===== config.mk =====
export PLATFORM = sky130hd
export DESIGN_NAME = alu_core
export DESIGN_NICKNAME = d
export VERILOG_FILES = /design/src/alu_pkg.sv /design/src/alu_logic_unit.sv /design/src/alu_mul_unit.sv /design/src/alu_core.sv
export VERILOG_INCLUDE_DIRS = /design/src
export SDC_FILE = /design/constraint.sdc
export NUM_CORES = 1
export LEC_CHECK = 0
export BUFFER_PORTS_ARGS = -buffer_cell sky130_fd_sc_hd__buf_2
export CAP_MARGIN = 20
export CORE_MARGIN = 2
export CORE_UTILIZATION = 35
export CTS_CLUSTER_DIAMETER = 80
export CTS_CLUSTER_SIZE = 25
export DETAILED_ROUTE_END_ITERATION = 16
export GPL_ROUTABILITY_DRIVEN = 0
export PLACE_DENSITY_LB_ADDON = 0.25
export SYNTH_ARGS = -nofsm -noshare
export SYNTH_HDL_FRONTEND = slang
export SYNTH_SLANG_ARGS = --single-unit

===== constraint.sdc =====
create_clock -name mclk -period 6.2 [get_ports mclk]
set_input_delay 0.31 -clock mclk [delete_from_list [all_inputs] [get_ports mclk]]
set_output_delay 0.31 -clock mclk [all_outputs]
set_load 0.01 [all_outputs]

===== src/alu_params.svh =====
`ifndef ALU_PARAMS_SVH
`define ALU_PARAMS_SVH

`define ALU_DATA_W 8
`define ALU_PROD_W 16
`define ALU_ALL_ONES 8'hFF
`define ALU_ONE 8'h01
`define ALU_ZERO 8'h00
`define ALU_ACC_RST 8'h00
`define ALU_RESULT_RST 8'h00

`endif


===== src/alu_pkg.sv =====
package alu_pkg;

  // Operation select from the decoder
  typedef enum logic [3:0] {
    ALU_OP_DEC = 4'h0,
    ALU_OP_DECC = 4'h1,
    ALU_OP_AND = 4'h2,
    ALU_OP_OR = 4'h3,
    ALU_OP_XOR = 4'h4,
    ALU_OP_ADD = 4'h5,
    ALU_OP_ADDC = 4'h6,
    ALU_OP_SUBD = 4'h7,
    ALU_OP_SUBDC = 4'h8,
    ALU_OP_SUBS = 4'h9,
    ALU_OP_SUBSC = 4'hA,
    ALU_OP_MUL = 4'hB
  } alu_op_t;

  // Where the second operand comes from
  typedef enum logic [1:0] {
    ALU_SRC_REG = 2'h0,
    ALU_SRC_IMM = 2'h1,
    ALU_SRC_MEM = 2'h2
  } alu_src_t;

  typedef struct packed {
    alu_op_t op;
    alu_src_t src;
    logic [3:0] dst_sel;
    logic [7:0] opa;
    logic [7:0] reg_b;
    logic [7:0] imm;
  } alu_req_t;

  typedef struct packed {
    logic [7:0] value;
    logic carry;
    logic ovf;
    logic zero;
    logic wr_carry;
    logic wr_ovf;
    logic [7:0] hi;
    logic use_hi;
  } alu_res_t;

  typedef enum logic [1:0] {
    ALU_ST_IDLE = 2'b01,
    ALU_ST_MEM = 2'b10
  } alu_state_t;

endpackage : alu_pkg


===== src/alu_logic_unit.sv =====
`timescale 1ns/1ps
`default_nettype none
`include "alu_params.svh"

module alu_logic_unit (
  input wire logic [1:0] sel,
  input wire logic [7:0] a,
  input wire logic [7:0] b,
  output logic [7:0] y
);

  // 0 and, 1 or, 2 xor
  always_comb begin
    if (sel == 2'h0) begin
      y = a & b;
    end else if (sel == 2'h1) begin
      y = a | b;
    end else begin
      y = a ^ b;
    end
  end

endmodule : alu_logic_unit
`default_nettype wire


===== src/alu_mul_unit.sv =====
`timescale 1ns/1ps
`default_nettype none
`include "alu_params.svh"

module alu_mul_unit (
  input wire logic [7:0] a,
  input wire logic [7:0] b,
  output logic [15:0] p
);

  always_comb begin
    p = {8'h00, a} * {8'h00, b};
  end

endmodule : alu_mul_unit
`default_nettype wire


===== src/alu_core.sv =====
// Summary of operation
// - Decrement subtracts one; carry clear if result is FF, else set.
// - Memory decrement reads data memory byte, same result and carry rule.
// - Decrement with borrow subtracts 1-C; carry clear only on FF with C=0.
// - AND writes destination and accumulator, changes zero flag only.
// - AND with memory combines register and data memory byte.
// - OR writes result; carry and overflow untouched.
// - XOR writes result; only zero flag affected.
// - Add sets carry on unsigned eight-bit overflow, clears otherwise.
// - Add with carry includes incoming carry; same carry rule.
// - Reverse subtract is operand minus register; carry is inverted borrow.
// - Two-register reverse subtract is second minus first, into first.
// - Reverse subtract with borrow also subtracts 1-C; carry set unless underflow.
// - Straight subtract is register minus immediate; carry clear on underflow.
// - Three-register straight subtract is second minus third, into first.
// - Straight subtract with borrow also subtracts 1-C; carry clear on underflow.
// - Straight subtract with memory is register minus data memory byte.
// - Multiply: low product byte to accumulator, high byte to destination.
// - Arithmetic sets overflow on signed overflow or underflow.
`timescale 1ns/1ps
`default_nettype none
`include "alu_params.svh"

module alu_core (
  input wire logic mclk,
  input wire logic rst,
  input wire logic req_valid,
  input wire alu_pkg::alu_req_t req,
  input wire logic carry_in,
  input wire logic ovf_in,
  input wire logic zero_in,
  output logic mem_rd_r,
  input wire logic mem_rd_valid,
  input wire logic [7:0] data_memory_rdata,
  output logic busy_r,
  output logic done_r,
  output logic [3:0] dst_sel_r,
  output logic [7:0] dst_data_r,
  output logic [7:0] acc_r,
  output logic carry_r,
  output logic ovf_r,
  output logic zero_r
);

  alu_pkg::alu_state_t state_r;
  alu_pkg::alu_state_t state_nxt;
  alu_pkg::alu_req_t hold_r;
  alu_pkg::alu_req_t hold_nxt;
  logic mem_rd_nxt;
  logic busy_nxt;
  logic done_nxt;
  logic [3:0] dst_sel_nxt;
  logic [7:0] dst_data_nxt;
  logic [7:0] acc_nxt;
  logic carry_nxt;
  logic ovf_nxt;
  logic zero_nxt;

  alu_pkg::alu_req_t cur;
  logic [7:0] opb;
  logic fire;
  logic [7:0] log_y;
  logic [15:0] prod;
  logic [1:0] log_sel;
  alu_pkg::alu_res_t res;
  logic [7:0] dsrc;

  // Minuend minus subtrahend minus borrow; returns {no_borrow, signed_ovf, diff}
  function automatic logic [9:0] sub_f(input logic [7:0] m, input logic [7:0] s, input logic bw);
    logic [8:0] d;
    logic v;
    d = {1'b0, m} - {1'b0, s} - {8'h00, bw};
    v = (m[7] != s[7]) && (d[7] != m[7]);
    return {~d[8], v, d[7:0]};
  endfunction : sub_f

  // Sum with carry in; returns {carry_out, signed_ovf, sum}
  function automatic logic [9:0] add_f(input logic [7:0] x, input logic [7:0] y, input logic ci);
    logic [8:0] s;
    logic v;
    s = {1'b0, x} + {1'b0, y} + {8'h00, ci};
    v = (x[7] == y[7]) && (s[7] != x[7]);
    return {s[8], v, s[7:0]};
  endfunction : add_f

  // Borrow term, one minus carry, for the borrowing forms
  function automatic logic borrow_f(input logic c);
    return ~c;
  endfunction : borrow_f

  alu_logic_unit u_logic (
    .sel(log_sel),
    .a(cur.opa),
    .b(opb),
    .y(log_y)
  );

  alu_mul_unit u_mul (
    .a(cur.opa),
    .b(opb),
    .p(prod)
  );

  // Request in flight: a fresh one, or a held memory-operand one
  always_comb begin
    if (state_r == alu_pkg::ALU_ST_MEM) begin
      cur = hold_r;
    end else begin
      cur = req;
    end
  end

  always_comb begin
    if (cur.src == alu_pkg::ALU_SRC_MEM) begin
      opb = data_memory_rdata;
    end else if (cur.src == alu_pkg::ALU_SRC_IMM) begin
      opb = cur.imm;
    end else begin
      opb = cur.reg_b;
    end
  end

  always_comb begin
    if (cur.op == alu_pkg::ALU_OP_AND) begin
      log_sel = 2'h0;
    end else if (cur.op == alu_pkg::ALU_OP_OR) begin
      log_sel = 2'h1;
    end else begin
      log_sel = 2'h2;
    end
  end

  // Decrement source is the memory byte when the operand is memory
  always_comb begin
    if (cur.src == alu_pkg::ALU_SRC_MEM) begin
      dsrc = data_memory_rdata;
    end else begin
      dsrc = cur.opa;
    end
  end

  // Result and flag computation
  always_comb begin
    logic [9:0] t;
    t = 10'h000;
    res = '0;
    case (cur.op)
      alu_pkg::ALU_OP_DEC: begin
        t = sub_f(dsrc, `ALU_ONE, 1'b0);
        res.value = t[7:0];
        res.carry = (t[7:0] != `ALU_ALL_ONES);
        res.ovf = t[8];
        res.wr_carry = 1'b1;
        res.wr_ovf = 1'b1;
      end
      alu_pkg::ALU_OP_DECC: begin
        t = sub_f(dsrc, `ALU_ZERO, borrow_f(carry_in));
        res.value = t[7:0];
        res.carry = !((t[7:0] == `ALU_ALL_ONES) && !carry_in);
        res.ovf = t[8];
        res.wr_carry = 1'b1;
        res.wr_ovf = 1'b1;
      end
      alu_pkg::ALU_OP_AND: begin
        // logic ops leave carry and overflow
        res.value = log_y;
      end
      alu_pkg::ALU_OP_OR: begin
        res.value = log_y;
      end
      alu_pkg::ALU_OP_XOR: begin
        res.value = log_y;
      end
      alu_pkg::ALU_OP_ADD: begin
        t = add_f(cur.opa, opb, 1'b0);
        res.value = t[7:0];
        res.carry = t[9];
        res.ovf = t[8];
        res.wr_carry = 1'b1;
        res.wr_ovf = 1'b1;
      end
      alu_pkg::ALU_OP_ADDC: begin
        t = add_f(cur.opa, opb, carry_in);
        res.value = t[7:0];
        res.carry = t[9];
        res.ovf = t[8];
        res.wr_carry = 1'b1;
        res.wr_ovf = 1'b1;
      end
      alu_pkg::ALU_OP_SUBD: begin
        t = sub_f(opb, cur.opa, 1'b0);
        res.value = t[7:0];
        res.carry = t[9];
        res.ovf = t[8];
        res.wr_carry = 1'b1;
        res.wr_ovf = 1'b1;
      end
      alu_pkg::ALU_OP_SUBDC: begin
        t = sub_f(opb, cur.opa, borrow_f(carry_in));
        res.value = t[7:0];
        res.carry = t[9];
        res.ovf = t[8];
        res.wr_carry = 1'b1;
        res.wr_ovf = 1'b1;
      end
      alu_pkg::ALU_OP_SUBS: begin
        t = sub_f(cur.opa, opb, 1'b0);
        res.value = t[7:0];
        res.carry = t[9];
        res.ovf = t[8];
        res.wr_carry = 1'b1;
        res.wr_ovf = 1'b1;
      end
      alu_pkg::ALU_OP_SUBSC: begin
        t = sub_f(cur.opa, opb, borrow_f(carry_in));
        res.value = t[7:0];
        res.carry = t[9];
        res.ovf = t[8];
        res.wr_carry = 1'b1;
        res.wr_ovf = 1'b1;
      end
      alu_pkg::ALU_OP_MUL: begin
        res.value = prod[7:0];
        res.hi = prod[15:8];
        res.use_hi = 1'b1;
      end
      default: begin
        res.value = `ALU_ZERO;
      end
    endcase
    res.zero = (res.value == `ALU_ZERO);
  end

  // Memory operand waits for its byte
  always_comb begin
    state_nxt = state_r;
    hold_nxt = hold_r;
    mem_rd_nxt = 1'b0;
    fire = 1'b0;
    case (state_r)
      alu_pkg::ALU_ST_IDLE: begin
        if (req_valid && (req.src == alu_pkg::ALU_SRC_MEM)) begin
          hold_nxt = req;
          mem_rd_nxt = 1'b1;
          state_nxt = alu_pkg::ALU_ST_MEM;
        end else if (req_valid) begin
          fire = 1'b1;
        end
      end
      alu_pkg::ALU_ST_MEM: begin
        if (mem_rd_valid) begin
          fire = 1'b1;
          state_nxt = alu_pkg::ALU_ST_IDLE;
        end
      end
      default: begin
        state_nxt = alu_pkg::ALU_ST_IDLE;
      end
    endcase
    busy_nxt = (state_nxt == alu_pkg::ALU_ST_MEM);
    done_nxt = fire;
  end

  // Write back destination and accumulator
  always_comb begin
    dst_sel_nxt = dst_sel_r;
    dst_data_nxt = dst_data_r;
    acc_nxt = acc_r;
    if (fire) begin
      dst_sel_nxt = cur.dst_sel;
      if (res.use_hi) begin
        dst_data_nxt = res.hi;
      end else begin
        dst_data_nxt = res.value;
      end
      acc_nxt = res.value;
    end
  end

  // Flags: arithmetic writes carry and overflow, others pass the incoming ones; zero follows the result except multiply passes zero_in
  always_comb begin
    carry_nxt = carry_r;
    ovf_nxt = ovf_r;
    zero_nxt = zero_r;
    if (fire) begin
      if (res.wr_carry) begin
        carry_nxt = res.carry;
      end else begin
        carry_nxt = carry_in;
      end
      if (res.wr_ovf) begin
        ovf_nxt = res.ovf;
      end else begin
        ovf_nxt = ovf_in;
      end
      if (res.use_hi) begin
        zero_nxt = zero_in;
      end else begin
        zero_nxt = res.zero;
      end
    end
  end

  always_ff @(posedge mclk) begin
    if (rst) begin
      state_r <= alu_pkg::ALU_ST_IDLE;
      hold_r <= '0;
      mem_rd_r <= 1'b0;
      busy_r <= 1'b0;
      done_r <= 1'b0;
    end else begin
      state_r <= state_nxt;
      hold_r <= hold_nxt;
      mem_rd_r <= mem_rd_nxt;
      busy_r <= busy_nxt;
      done_r <= done_nxt;
    end
  end

  always_ff @(posedge mclk) begin
    if (rst) begin
      dst_sel_r <= 4'h0;
      dst_data_r <= `ALU_RESULT_RST;
      acc_r <= `ALU_ACC_RST;
    end else begin
      dst_sel_r <= dst_sel_nxt;
      dst_data_r <= dst_data_nxt;
      acc_r <= acc_nxt;
    end
  end

  always_ff @(posedge mclk) begin
    if (rst) begin
      carry_r <= 1'b0;
      ovf_r <= 1'b0;
      zero_r <= 1'b0;
    end else begin
      carry_r <= carry_nxt;
      ovf_r <= ovf_nxt;
      zero_r <= zero_nxt;
    end
  end

endmodule : alu_core
`default_nettype wire


==> results.md, run 1 <==
Status:
- The flow ran to the end, and the final reports show no timing, DRC or antenna violations.

Synth:
- Sorting the synthesized cells by area gives the leading types as sky130_fd_sc_hd__dfxtp_1, sky130_fd_sc_hd__ha_1, sky130_fd_sc_hd__fa_1.
- The number of synthesized register bits is 62.
- The total number of yosys warnings is 0.
- Synthesis handed over a netlist of 1059 instances.
- The flip-flop cell with the highest count after synthesis is sky130_fd_sc_hd__dfxtp_1.
- The number of different library cells in the post-synthesis netlist is 91.
- The area of the mapped netlist is 0.00816 mm^2.
- Of the post-synthesis cell area, the dominant cell type holds 15.2%.
- The fraction of registers with async set/reset is 0%.
- The number of enable-type register cells in the synthesized netlist is 0.
- The sequential cell area fraction in the yosys report is 15.2%.
- The number of nets in the synthesized netlist is 1226.
- Summed over all instances, the cell type with the most area after synthesis is sky130_fd_sc_hd__dfxtp_1.
- Dividing the synthesized area by the synthesized cell count gives 7.71 um^2.

Placed design:
- The minimum setup slack after placement is 0.0627 ns.
- Once detailed placement completed, the half-perimeter wirelength came to 23.0 mm.
- The number of port buffers is 74.

Final layout:
- The count of nets after finishing is 1322.
- The area overhead of the layout relative to synthesis is 16.5%.
- The most common cell after layout, fill and taps aside is sky130_fd_sc_hd__nand2_1.
- 0 antenna diodes ended up in the layout.
- The multi-input combinational cells in the finished layout cover a total of 0.00643 mm^2.
- At the end of the flow the core is filled with cells to 41.8%.
- The post-route netlist has 17.3% of its cells at a drive strength greater than 1.
- Across the whole layout, storage elements account for 0.00124 mm^2.
- Fill cells in the final layout number 2374.
- In the layout the commonest cells are sky130_fd_sc_hd__nand2_1, sky130_fd_sc_hd__nor2_1, sky130_fd_sc_hd__inv_1.

Global routing:
- The via count of the first global-routing pass is 7793.
- Global routing used 23.5% of the available tracks.
- The first global-routing pass estimated 44.4 mm of wire.
- The initial antenna violation count is 0.
- The overflow left after global routing is 0.
- Entering global routing, the biggest net connects 57 pins.

Detailed routing:
- In the routed layout, each cell is associated on average with a via count of 5.58.
- In the routed design, unresolved DRC markers number 0.
- The number of iterations in the first detailed-routing pass is 6.
- The routed design has 28.9 mm of wire.
- The average wire length per cell after detail routing is 19.6 um.
- The count of vias placed by the detailed router is 8216.
- The number of violations reported at the end of detailed-routing iteration 0 is 850.
- Once detail routing completed, the nets flagged for antenna violations numbered 0.

Setup path:
- STA puts the critical path data required time at 6.42 ns.
- STA classifies the critical path startpoint as a flip-flop.
- The critical path starts at state_r[1]$_SDFF_PP0_.
- The origin of the critical flop-to-flop path is state_r[1]$_SDFF_PP0_.
- The data arrival time of the worst path is 6.21 ns.
- STA classifies the critical path endpoint as a flip-flop.
- The worst setup path is of the flip-flop to flip-flop kind.
- Along the worst path, the maximum fanout reaches 9.

Worst hold path:
- The class of the worst hold path is primary input to flip-flop.
- The hold path startpoint is req[0].

STA:
- The share of the clock period used by the worst path is 96.6%.
- The shortest clock period the worst path allows after layout is 5.99 ns.
- Headroom to the max-slew limit came out at 46.6%.
- The number of slew-limit violations in the final report is 0.
- The final hold violation count is 0.
- On the final layout, the worst clock skew is 0.0132 ns.
- The final count of negative-setup-slack endpoints is 0.
- Summed over all failing endpoints, the final setup total negative slack is 0 ns.
- Static timing analysis puts the maximum clock frequency at 0.167 GHz.
- At the pin with the least slew margin, the transition time is 0.793 ns.
- Setup slack on the critical path of the routed design comes to 0.208 ns.

CTS:
- After clock tree synthesis, the clock-pin slew on the worst setup and hold paths is 0.06 ns.
- Buffers inserted during clock tree synthesis total 9.
- The buffer depth of the longest clock path is 2.
- The later pin in the worst-skew pair is clocked with a latency of 0.35 ns.
- CTS built an H-tree with a depth of 3.
- In this run the clock root is driven by a sky130_fd_sc_hd__clkbuf_16.
- TritonCTS built the clock tree.
- The number of hold-repair buffers added at the cts stage is 0.
- The tree built by TritonCTS fans out to 62 sinks.

Pwr:
- The completed layout was analyzed and its total power is 2.95 mW.
- The worst ir drop on vdd is 0.240 mV.
- For this design the static power due to leakage is 4.12 nW.
- The power density over the cells is 311 mW/mm^2.

Floorplanning:
- For this configuration, the core starts out at a cell density of 35.8%.
- From bottom edge to top edge, the die measures 157 um.
- The placeable core area is 0.0228 mm^2.
- The number of top-level pins is 75.
- The initialized floorplan defines 55 standard-cell rows.
- The horizontal extent of the die is 157 um.
- The overall die area is 0.0246 mm^2.

Flow run:
- Max-cap violations in this run came to 0.
## cells in the mapped netlist (all sizes together) (23+ instances only)
cell and n:
a211oi 25, mux2i 31, xor2 25, a21oi 71
dfxtp 62, nand3 23, o21ai 43, clkbuf 27
xnor2 29, nor3 24, inv 90, nor2 116
fa 39, nand2 148, ha 79
## registers in the layout, indices dropped and copies added, names as in the netlist
signal and cells:
mem_rd_r 1, dst_sel_r 4, zero_r 1, dst_data_r 8
hold_r 34, done_r 1, carry_r 1, state_r 2
busy_r 1, ovf_r 1, acc_r 8
## final cells by class
class                           count  area share [%]
Clock inverter                      4           0.566
Clock buffer                       12            2.70
Tap cell                          313            4.12
Timing Repair Buffer              131            8.39
Sequential cell                    62            13.0
Multi-Input combinational cell    861            67.6
Inverter                           90            3.55
## routing by layer
metal / up-vias / GRT usage [%] / part of all wire (%)
met2: 303 / 35.2 / 44
met4: 0 / 7.25 / 2.9
met1: 3951 / 33.0 / 46
met5: - / 0 / 0
met3: 38 / 5.82 / 7.8
li1: 3924 / - / -
## final timing paths
| kind | end | slack (ns) | cells past startpoint |
|---|---|---|---|
| min reg2reg | dst_data_r[3]$_SDFFE_PP0P_ | 0.45 | 2 |
| max | dst_data_r[7]$_SDFFE_PP0P_ | 0.21 | 19 |
| min | hold_r[0]$_SDFFE_PP0P_ | 0.22 | 3 |
| max reg2reg | dst_data_r[7]$_SDFFE_PP0P_ | 0.21 | 19 |
## cells by family (layout without fill, tap and decap cells)
family	after synthesis	in the layout	synth area share (%)
mux	38	38	4.86
simple gates	391	391	22.7
xor+xnor	54	54	6.07
buf+inv	136	237	6.93
fa+ha+maj	118	118	21.7
flops	62	62	15.2
compound gates	260	260	22.5
## power breakdown
part | leakage [nW] | internal, mW | switching, mW
Combinational | 3.47 | 0.768 | 1.18
Clock | 0.145 | 0.335 | 0.200
Sequential | 0.506 | 0.445 | 0.0293
## metrics by stage
step | cell area [um^2] | hold WS [ns] | cells
after floorplan | 8180 | 0.436 | 1059
after global placement | 9110 | 0.441 | 1452
after detailed placement | 9110 | 0.445 | 1452
after CTS | 9420 | 0.204 | 1468
after global routing | 9510 | 0.211 | 1473
final | 9510 | 0.220 | 1473
## what timing repair did
item	CTS	global route
endpoints found under the setup margin	0	7
setup buffers	0	5
gates resized for setup	0	12
## worst max-delay path: stages (launching register included)
cell and delay, ns:
sky130_fd_sc_hd__dfxtp_1 0.42, sky130_fd_sc_hd__ha_2 0.33, sky130_fd_sc_hd__or3b_1 0.22, sky130_fd_sc_hd__buf_4 0.21
sky130_fd_sc_hd__a21oi_1 0.13, sky130_fd_sc_hd__a221oi_4 0.40, sky130_fd_sc_hd__nand2_1 0.15, sky130_fd_sc_hd__fa_1 0.53
sky130_fd_sc_hd__fa_1 0.51, sky130_fd_sc_hd__fa_1 0.52, sky130_fd_sc_hd__fa_1 0.54, sky130_fd_sc_hd__inv_1 0.04
sky130_fd_sc_hd__ha_1 0.32, sky130_fd_sc_hd__xor2_1 0.22, sky130_fd_sc_hd__a221oi_1 0.28, sky130_fd_sc_hd__o221ai_1 0.27
sky130_fd_sc_hd__a211o_1 0.35, sky130_fd_sc_hd__a221oi_2 0.17, sky130_fd_sc_hd__buf_4 0.16, sky130_fd_sc_hd__o311ai_1 0.09
Note: power is estimated with default switching activity, not from simulation.
==> inputs of run 2 (changes only) <==
Settings changed: SYNTH_HIERARCHICAL from default to 1.
==> run 2 against run 1 <==
Effect of this change:
- register-to-register slack gained 0.04 ns
- worst hold slack barely moved
- final cell count up 5.6%
- via count grew 5.7%
- combinational power rose by 5%
- sequential power increased by 4.6%
- count of clock-buffer cells in the layout fell by 2
- critical path depth grew 3
- highest routed layer unchanged
- synthesized area is 9.6% higher
==> results.md, run 2 <==
Setup path:
- For the worst setup path, the data arrival time is 6.20 ns.
- The required time of the worst setup path is 6.45 ns.
- By startpoint and endpoint, the worst setup path is classified as flip-flop to flip-flop.
- The startpoint class of the critical path is a flip-flop.
- The dominant cell type by count on the critical path is sky130_fd_sc_hd__fa_1.
- The endpoint type of the worst setup path is a flip-flop.
- The maximum fanout along the worst path is 8.
- Traced cell by cell, the critical path runs through inv_1 > ha_2 > and3b_1 > buf_4 > o21ai_1 > o211ai_1 > buf_4 > and2_1 > fa_1 > fa_1 > inv_1 > fa_1 > fa_1 > inv_1 > ha_1 > xnor2_1 > a222oi_1 > o211ai_1 > a211o_1 > a221oi_2 > nand2_1 > o32ai_2.
- The critical path's slowest cell is sky130_fd_sc_hd__fa_1.
- The worst stage delay on the critical path is 0.49 ns.

Synth:
- The share of Yosys cell area claimed by the top area cell type is 13.9%.
- The fraction of registers with async set/reset is 0%.
- The synthesized netlist devotes 22.7% of its cell area to compound gates.
- The number of different library cells in the post-synthesis netlist is 100.
- The combinational family with the most area after synthesis is simple AND/OR/NAND/NOR gates.
- The total number of yosys warnings is 6.
- The most area-hungry cell type in the Yosys netlist is sky130_fd_sc_hd__dfxtp_1.
- The flip-flop cell with the highest count after synthesis is sky130_fd_sc_hd__dfxtp_1.
- In this run the cell area of the synthesized design comes to 0.00894 mm^2.
- In the synthesized netlist, the cells that appear most often are sky130_fd_sc_hd__nand2_1, sky130_fd_sc_hd__inv_1, sky130_fd_sc_hd__ha_1.
- After Yosys synthesis, XOR and XNOR cells account for 5.09% of the synthesized area.
- Summing the areas of all and, or, nand and nor instances in the mapped netlist gives 25.7% of the synthesized area.
- Counting flops with a built-in enable in the synthesized netlist gives 0.
- The synthesized netlist net count is 1310.
- Synthesis inferred 62 register bits.
- Ranked by total cell area, the synthesized netlist is headed by sky130_fd_sc_hd__dfxtp_1, sky130_fd_sc_hd__ha_1, sky130_fd_sc_hd__fa_1.
- Of the post-synthesis cell area, the part taken by muxes is 4.88%.
- The sequential cell area fraction in the yosys report is 13.9%.
- The cell count after synthesis is 1134.
- Among all cell types in the netlist, the one instantiated most often is sky130_fd_sc_hd__nand2_1.
- The average cell area after synthesis is 7.89 um^2.
- The synthesized netlist devotes 21.0% of its cell area to adder and majority cells.

CTS:
- The CTS tree is built.
- The buffer depth of the longest clock path is 2.
- After clock tree synthesis, the clock-pin slew on the worst setup and hold paths is 0.06 ns.
- The clock reaches the later pin of the worst-skew pair after 0.34 ns.
- Counting every sink on the clock net gives 62.
- The H-tree was split into 3 levels.
- The TritonCTS buffer count is 9.
- The number of hold-repair buffers added at the cts stage is 0.
- The tree is rooted in a sky130_fd_sc_hd__clkbuf_16.

Detailed routing:
- The number of violations reported at the end of detailed-routing iteration 0 is 609.
- In the routed layout, each cell is associated on average with a via count of 5.58.
- The remaining antenna violation count is 0.
- Summing over every cut layer, the via total after detailed routing is 8684.
- The first TritonRoute pass finished after 6 iterations.
- Wires add up to 30.2 mm.
- The average wire length per cell after detail routing is 19.4 um.
- The detailed-route DRC error count is 0.

Global routing:
- The first global-routing pass estimated 46.7 mm of wire.
- The initial antenna violation count was 0.
- For this run, the total global-route usage over all layers was measured as 22.4%.
- Entering global routing, the biggest net connects 61 pins.
- The via count of the first global-routing pass is 8308.
- The overflow left after global routing is 0.

Final layout:
- The number of antenna diodes in the final layout is 0.
- Registers take 0.00124 mm^2.
- With fillers left out, the area of the finished cells amounts to 0.0101 mm^2.
- The number of flip-flops in the largest register is 34.
- The most common cell after layout, fill and taps aside is sky130_fd_sc_hd__nand2_1.
- The count of nets after finishing is 1396.
- In the layout the commonest cells are sky130_fd_sc_hd__nand2_1, sky130_fd_sc_hd__inv_1, sky130_fd_sc_hd__ha_1.
- The core utilization of the finished layout is 40.4%.
- The multi-input combinational cells in the finished layout cover a total of 0.00713 mm^2.
- hold_r holds more flip-flops than any other register.
- The largest registers in the layout are hold_r (34), acc_r (8), dst_data_r (8).
- The proportion of layout cells with a drive suffix above 1 is 16.5%.
- From synthesis to final layout, the design area changed by 13.5%.
- Counting the fill cells in the layout gives 2701.

Pwr:
- For this design the ratio of total power to cell area is 295 mW/mm^2.
- The final total power is 2.99 mW.
- The leakage power of the design is 4.42 nW.
- The worst ir drop on vdd is 0.166 mV.

STA:
- The post-route clock skew is 0.00786 ns.
- The final count of negative-setup-slack endpoints is 0.
- In the finished design, the share of the clock period the worst path needs comes to 95.9%.
- The clock period could shrink to 5.95 ns.
- The accumulated negative setup slack is 0 ns.
- The maximum clock frequency is 0.168 GHz.
- The number of slew-limit violations in the final report is 0.
- Setup repair after global routing left no endpoint under its margin.
- The final hold violation count is 0.
- For the pin with the worst max-slew slack, the measured transition is 1.07 ns.
- In the post-route analysis, the smallest setup slack over all paths is 0.252 ns.
- In this run the tightest slew margin relative to its limit is 28.5%.

Placed design:
- Once placement finished, the instance area stood at 0.00983 mm^2.
- After legalization and detailed placement, the total HPWL measured 24.2 mm.
- Input and output buffers added on the ports amount to 74.
- The minimum setup slack after placement is 0.171 ns.

Flow run:
- The tool flagged a number of max-cap violations equal to 0.

Floorplanning:
- 75 I/O pins were placed.
- The y dimension of the die is 164 um.
- The placeable core area is 0.0251 mm^2.
- The horizontal extent of the die is 164 um.
- The initial standard-cell utilization of the core is 35.6%.
- The die covers 0.0268 mm^2.
- After floorplanning, the core was divided into 58 placement rows.

Worst hold path:
- The min-delay analysis places its worst path in the category primary input to flip-flop.

Status:
- The flow ran to the end, and the final reports show no timing, DRC or antenna violations.
==> run 2: changes by cell type in the layout (fill, tap and decap cells not counted), moves of 9 or more <==
cell / change
sky130_fd_sc_hd__o21a_1: +10
sky130_fd_sc_hd__ha_1: +9
sky130_fd_sc_hd__nor2_1: -40
sky130_fd_sc_hd__nor2b_4: +9
sky130_fd_sc_hd__xor2_1: -9
sky130_fd_sc_hd__xnor2_1: +10
sky130_fd_sc_hd__and2_1: +53
sky130_fd_sc_hd__a21oi_1: +13
sky130_fd_sc_hd__buf_4: -15
sky130_fd_sc_hd__nand2b_1: +10
sky130_fd_sc_hd__nand2_1: -24
sky130_fd_sc_hd__inv_1: +10
==> run 2: logic make-up (layout without fill, tap and decap cells) <==
group	count (synthesis)	after routing
adders and majority gates	127	127
buffers and inverters	144	235
muxes	41	41
AOI/OAI and AO/OA	285	285
DFF	62	62
and+or+nand+nor	423	423
xor gates and xnor gates	52	52
==> run 2: critical path, delay by kind of cell, from the launching register on <==
family / cells / cell delay (ns)
AND/OR/NAND/NOR: 3 / 0.53
flip-flops: 1 / 0.37
adder cells (fa/ha/maj): 6 / 2.50
XOR/XNOR: 1 / 0.21
buffers and inverters: 5 / 0.57
AO/OA/AOI/OAI: 7 / 1.66
==> run 2: area by class of cell <==
cell class	count	share of cell area, %
clock buffers	10	2.26
clock inverters	6	0.382
inverters	101	3.77
multi-input cells	928	70.3
flip-flops and latches	62	12.2
well taps	330	4.07
repair buffers	118	7.00
==> run 2: through the flow <==
stage | hold slack (ns) | instances
floorplan | 0.433 | 1134
global placement | 0.439 | 1537
detailed placement | 0.445 | 1537
CTS | 0.214 | 1553
global route | 0.223 | 1555
finish | 0.220 | 1555
==> run 2: repair_timing <==
action / 4_1_cts / 5_1_grt
setup endpoints to repair: 0 / 3
buffers inserted: 0 / 1
resized for setup: 0 / 7
==> run 2: report_power, final <==
part | internal (mW) | leakage (nW) | switching (mW)
combinational | 0.816 | 3.79 | 1.22
sequential | 0.459 | 0.505 | 0.0373
clock | 0.269 | 0.128 | 0.191
==> run 2: routing by layer <==
layer  GRT usage (%)  up-vias  share of wire (%)
met2            36.7      323                 46
met5               0        -                  0
met1            30.0     4126                 45
met3            4.07       62                6.3
met4            6.62        0                2.8
li1                -     4173                  -
==> run 2: worst paths after layout <==
kind	to	cells after the start	slack, ns	start
max	zero_r$_SDFFE_PP0P_	22	0.25	state_r[0]$_SDFF_PP1_
min	hold_r[14]$_SDFFE_PP0P_	3	0.22	req[14]
max reg2reg	zero_r$_SDFFE_PP0P_	22	0.25	state_r[0]$_SDFF_PP1_
min reg2reg	hold_r[2]$_SDFFE_PP0P_	2	0.45	hold_r[2]$_SDFFE_PP0P_
==> inputs of run 3 (changes only) <==
==> constraint.sdc (replaced) <==
create_clock -name mclk -period 6.2 [get_ports mclk]
set_input_delay 1.24 -clock mclk [delete_from_list [all_inputs] [get_ports mclk]]
set_output_delay 1.24 -clock mclk [all_outputs]
set_load 0.01 [all_outputs]
==> run 3 against run 2 <==
Effect of this change:
- sequential cell count unchanged
- worst hold slack better by 0.23 ns
- largest cell class unchanged
- via count up 3.1%
- final cell count up 3.6%
- cell area up 5.3%
- clock power up 2%
- power up 12%
- maximum frequency down 1.4%
- sequential share of layout area down 0.61 points
- count of clock-buffer cells in the layout up 1
- sequential power about the same
- register-to-register slack better by 0.06 ns
==> results.md, run 3 (synthesized netlist as in run 2, its figures left out) <==
Status:
- The run finished with clean final reports.

STA:
- The maximum clock frequency is 0.166 GHz.
- The worst max-slew margin expressed relative to the limit is 32.1%.
- The final hold violation count is 0.
- The share of the clock period used by the worst path is 97.3%.
- The final count of negative-setup-slack endpoints is 0.
- The slew at the pin with the worst max-slew slack is 1.01 ns.
- The number of slew-limit violations in the final report was 0.
- The shortest clock period the worst path allows after layout is 6.03 ns.
- The post-route clock skew is 0.00808 ns.

Final layout:
- After the last flow step, the layout net total stands at 1452.
- The layout filler cell count is 2617.
- hold_r holds more flip-flops than any other register.
- The area overhead of the layout relative to synthesis is 19.5%.
- The number of flip-flops in the largest register is 34.
- The core utilization of the finished layout is 42.6%.
- Of the cells placed in the final design, the portion with a size suffix greater than 1 is 21.1%.
- The number of antenna cells inserted is 0.
- After routing the design area is 0.0107 mm^2.
- In the final layout, the registers with the most flip-flops are hold_r (34), acc_r (8), dst_data_r (8).
- In the layout the commonest cells are sky130_fd_sc_hd__nand2_1, sky130_fd_sc_hd__inv_1, sky130_fd_sc_hd__buf_4.
- The most common cell after layout, fill and taps aside is sky130_fd_sc_hd__nand2_1.

Worst hold path:
- The worst hold path was traced through 2 stages.
- The worst hold path begins at hold_r[6]$_SDFFE_PP0P_.
- The class of the worst hold path is flip-flop to flip-flop.
- The worst hold path endpoint is hold_r[6]$_SDFFE_PP0P_.

CTS:
- The buffer depth of the longest clock path is 2.
- After clock tree synthesis, the clock-pin slew on the worst setup and hold paths is 0.06 ns.
- The number of levels in the clock H-tree is 3.
- The tree built by TritonCTS fans out to 62 sinks.
- The CTS tree is built.
- In this run the clock root is driven by a sky130_fd_sc_hd__clkbuf_16.
- The number of clock buffers added by TritonCTS is 9.
- The number of hold buffers added after CTS was 0.
- The clock latency on the worst-skew pair is 0.34 ns.

Detailed routing:
- Dividing the detail-routed via count by the number of cells gives 5.56.
- The uppermost layer routed is met4.
- Wires add up to 30.6 mm.
- The routed design uses 2.00 mm of met3 wire.
- The number of iterations in the first detailed-routing pass is 6.
- The remaining antenna violation count is 0.
- Summed over all nets, wire length on met2 after detailed routing comes to 14.2 mm.
- The average wire length per cell after detail routing is 19.0 um.
- The number of violations reported at the end of detailed-routing iteration 0 is 672.
- The count of vias placed by the detailed router is 8956.
- The detailed router put a total of 13.5 mm of wire on met1.
- In the routed design, unresolved DRC markers number 0.

Setup path:
- Data on the critical path arrives at its endpoint at 6.30 ns.
- The endpoint type of the worst setup path is a flip-flop.
- In this run the critical register-to-register path is captured at dst_data_r[6]$_SDFFE_PP0P_.
- In this run the worst path has a maximum fanout of 6.
- The required time of the worst setup path is 6.47 ns.
- In this run the critical register-to-register path is launched from state_r[0]$_SDFF_PP1_.
- The worst setup slack for register-to-register paths is 0.31 ns.
- The path type of the worst setup path is primary input to flip-flop.
- The count of cells along the worst register-to-register path is 26.
- The startpoint class of the critical path is a primary input.

Global routing:
- The maximum number of pins on one net before global-route repair is 61.
- The initial antenna violation count is 0.
- The first global-routing pass estimated 47.8 mm of wire.
- The total overflow left after global routing is 0.
- The via count of the first global-routing pass is 8700.
- The global-route usage over all layers is 22.8%.

Floorplanning:
- The initial standard-cell utilization of the core is 35.6%.
- In this run the core area contains 58 standard-cell rows.
- The die covers 0.0268 mm^2.
- The floorplan step defined a core boundary enclosing 0.0251 mm^2.
- The y dimension of the die is 164 um.
- The number of top-level pins is 75.
- From left edge to right edge, the die measures 164 um.

Pwr:
- Power spread over the standard cell area amounts to 313 mW/mm^2.
- The leakage power of the design is 4.73 nW.
- The worst ir drop on vdd is 0.197 mV.

Placed design:
- The half-perimeter wire length after placement is 24.6 mm.
- The number of port buffers is 74.
- The instance area at placement is 0.0102 mm^2.

Flow run:
- The number of max-capacitance violations reported is 0.
## run 3: cell types whose count changed in the layout (fill, tap and decap cells not counted), sizes merged
cell | before | now
inv | 100 | 102
clkinvlp | 3 | 2
buf | 117 | 174
clkinv | 4 | 2
## run 3: layout make-up
cell class                      instances  area (um^2)  area share (%)
Sequential cell                        62         1240            11.6
Multi-Input combinational cell        928         7210            67.5
Inverter                              101          379            3.55
Timing Repair Buffer                  174         1160            10.9
Clock buffer                           11          243            2.27
Tap cell                              330          413            3.86
Clock inverter                          5         33.8           0.316
## run 3: where the power goes
group / switching (mW) / total, mW / internal [mW]
logic: 1.29 / 2.38 / 1.09
clock network: 0.188 / 0.468 / 0.281
registers: 0.0377 / 0.496 / 0.459
## run 3: timing repair
item                                    CTS  global route
endpoints found under the hold margin     0             0
endpoints found under the setup margin    0             7
buffers inserted                          0             7
gates resized for setup                   0            29
## run 3: through the flow
step | instances | hold slack, ns | setup TNS, ns | setup WS [ns] | power (mW)
finish | 1611 | 0.451 | 0 | 0.168 | 3.35
global route | 1611 | 0.467 | -0.0458 | -0.0239 | 3.61
CTS | 1604 | 0.452 | 0 | 0.0233 | 3.22
detailed placement | 1588 | 0.444 | -1.99 | -0.320 | 2.73
global placement | 1588 | 0.438 | -1.20 | -0.217 | 2.72
floorplan | 1134 | 0.433 | 0 | 0.0107 | 1.93
## run 3: worst max path at each step
stage                                from                          to  slack [ns]  depth (start not counted)
floorplan           state_r[0]$_SDFF_PP1_  dst_data_r[3]$_SDFFE_PP0P_        0.01                         25
global placement                  req[29]  dst_data_r[6]$_SDFFE_PP0P_       -0.22                         24
detailed placement                req[29]         zero_r$_SDFFE_PP0P_       -0.32                         26
CTS                               req[29]  dst_data_r[6]$_SDFFE_PP0P_        0.02                         24
global route                      req[29]         zero_r$_SDFFE_PP0P_       -0.02                         28
finish                            req[29]  dst_data_r[6]$_SDFFE_PP0P_        0.17                         25
## run 3: per-layer routing
layer  track usage, %  vias to the layer above
met2             37.9                      332
met4             6.86                        0
met3             3.86                       56
li1                 -                     4281
met5                0                        -
met1             30.3                     4287
## run 3: critical path: stages
cell and delay [ns]:
sky130_fd_sc_hd__buf_2 0.11, sky130_fd_sc_hd__nand2b_1 0.15, sky130_fd_sc_hd__nor2b_2 0.17, sky130_fd_sc_hd__o21ai_2 0.22
sky130_fd_sc_hd__buf_6 0.14, sky130_fd_sc_hd__o21ai_0 0.08, sky130_fd_sc_hd__buf_4 0.17, sky130_fd_sc_hd__buf_4 0.16
sky130_fd_sc_hd__and2_1 0.18, sky130_fd_sc_hd__fa_1 0.56, sky130_fd_sc_hd__fa_1 0.44, sky130_fd_sc_hd__fa_1 0.50
sky130_fd_sc_hd__inv_1 0.05, sky130_fd_sc_hd__fa_1 0.49, sky130_fd_sc_hd__inv_1 0.07, sky130_fd_sc_hd__ha_4 0.16
sky130_fd_sc_hd__buf_4 0.13, sky130_fd_sc_hd__a21oi_2 0.11, sky130_fd_sc_hd__o21ai_1 0.10, sky130_fd_sc_hd__nor4_1 0.25
sky130_fd_sc_hd__a21oi_1 0.12, sky130_fd_sc_hd__xor2_1 0.24, sky130_fd_sc_hd__o21ai_1 0.12, sky130_fd_sc_hd__a21o_1 0.21
sky130_fd_sc_hd__a21oi_2 0.12
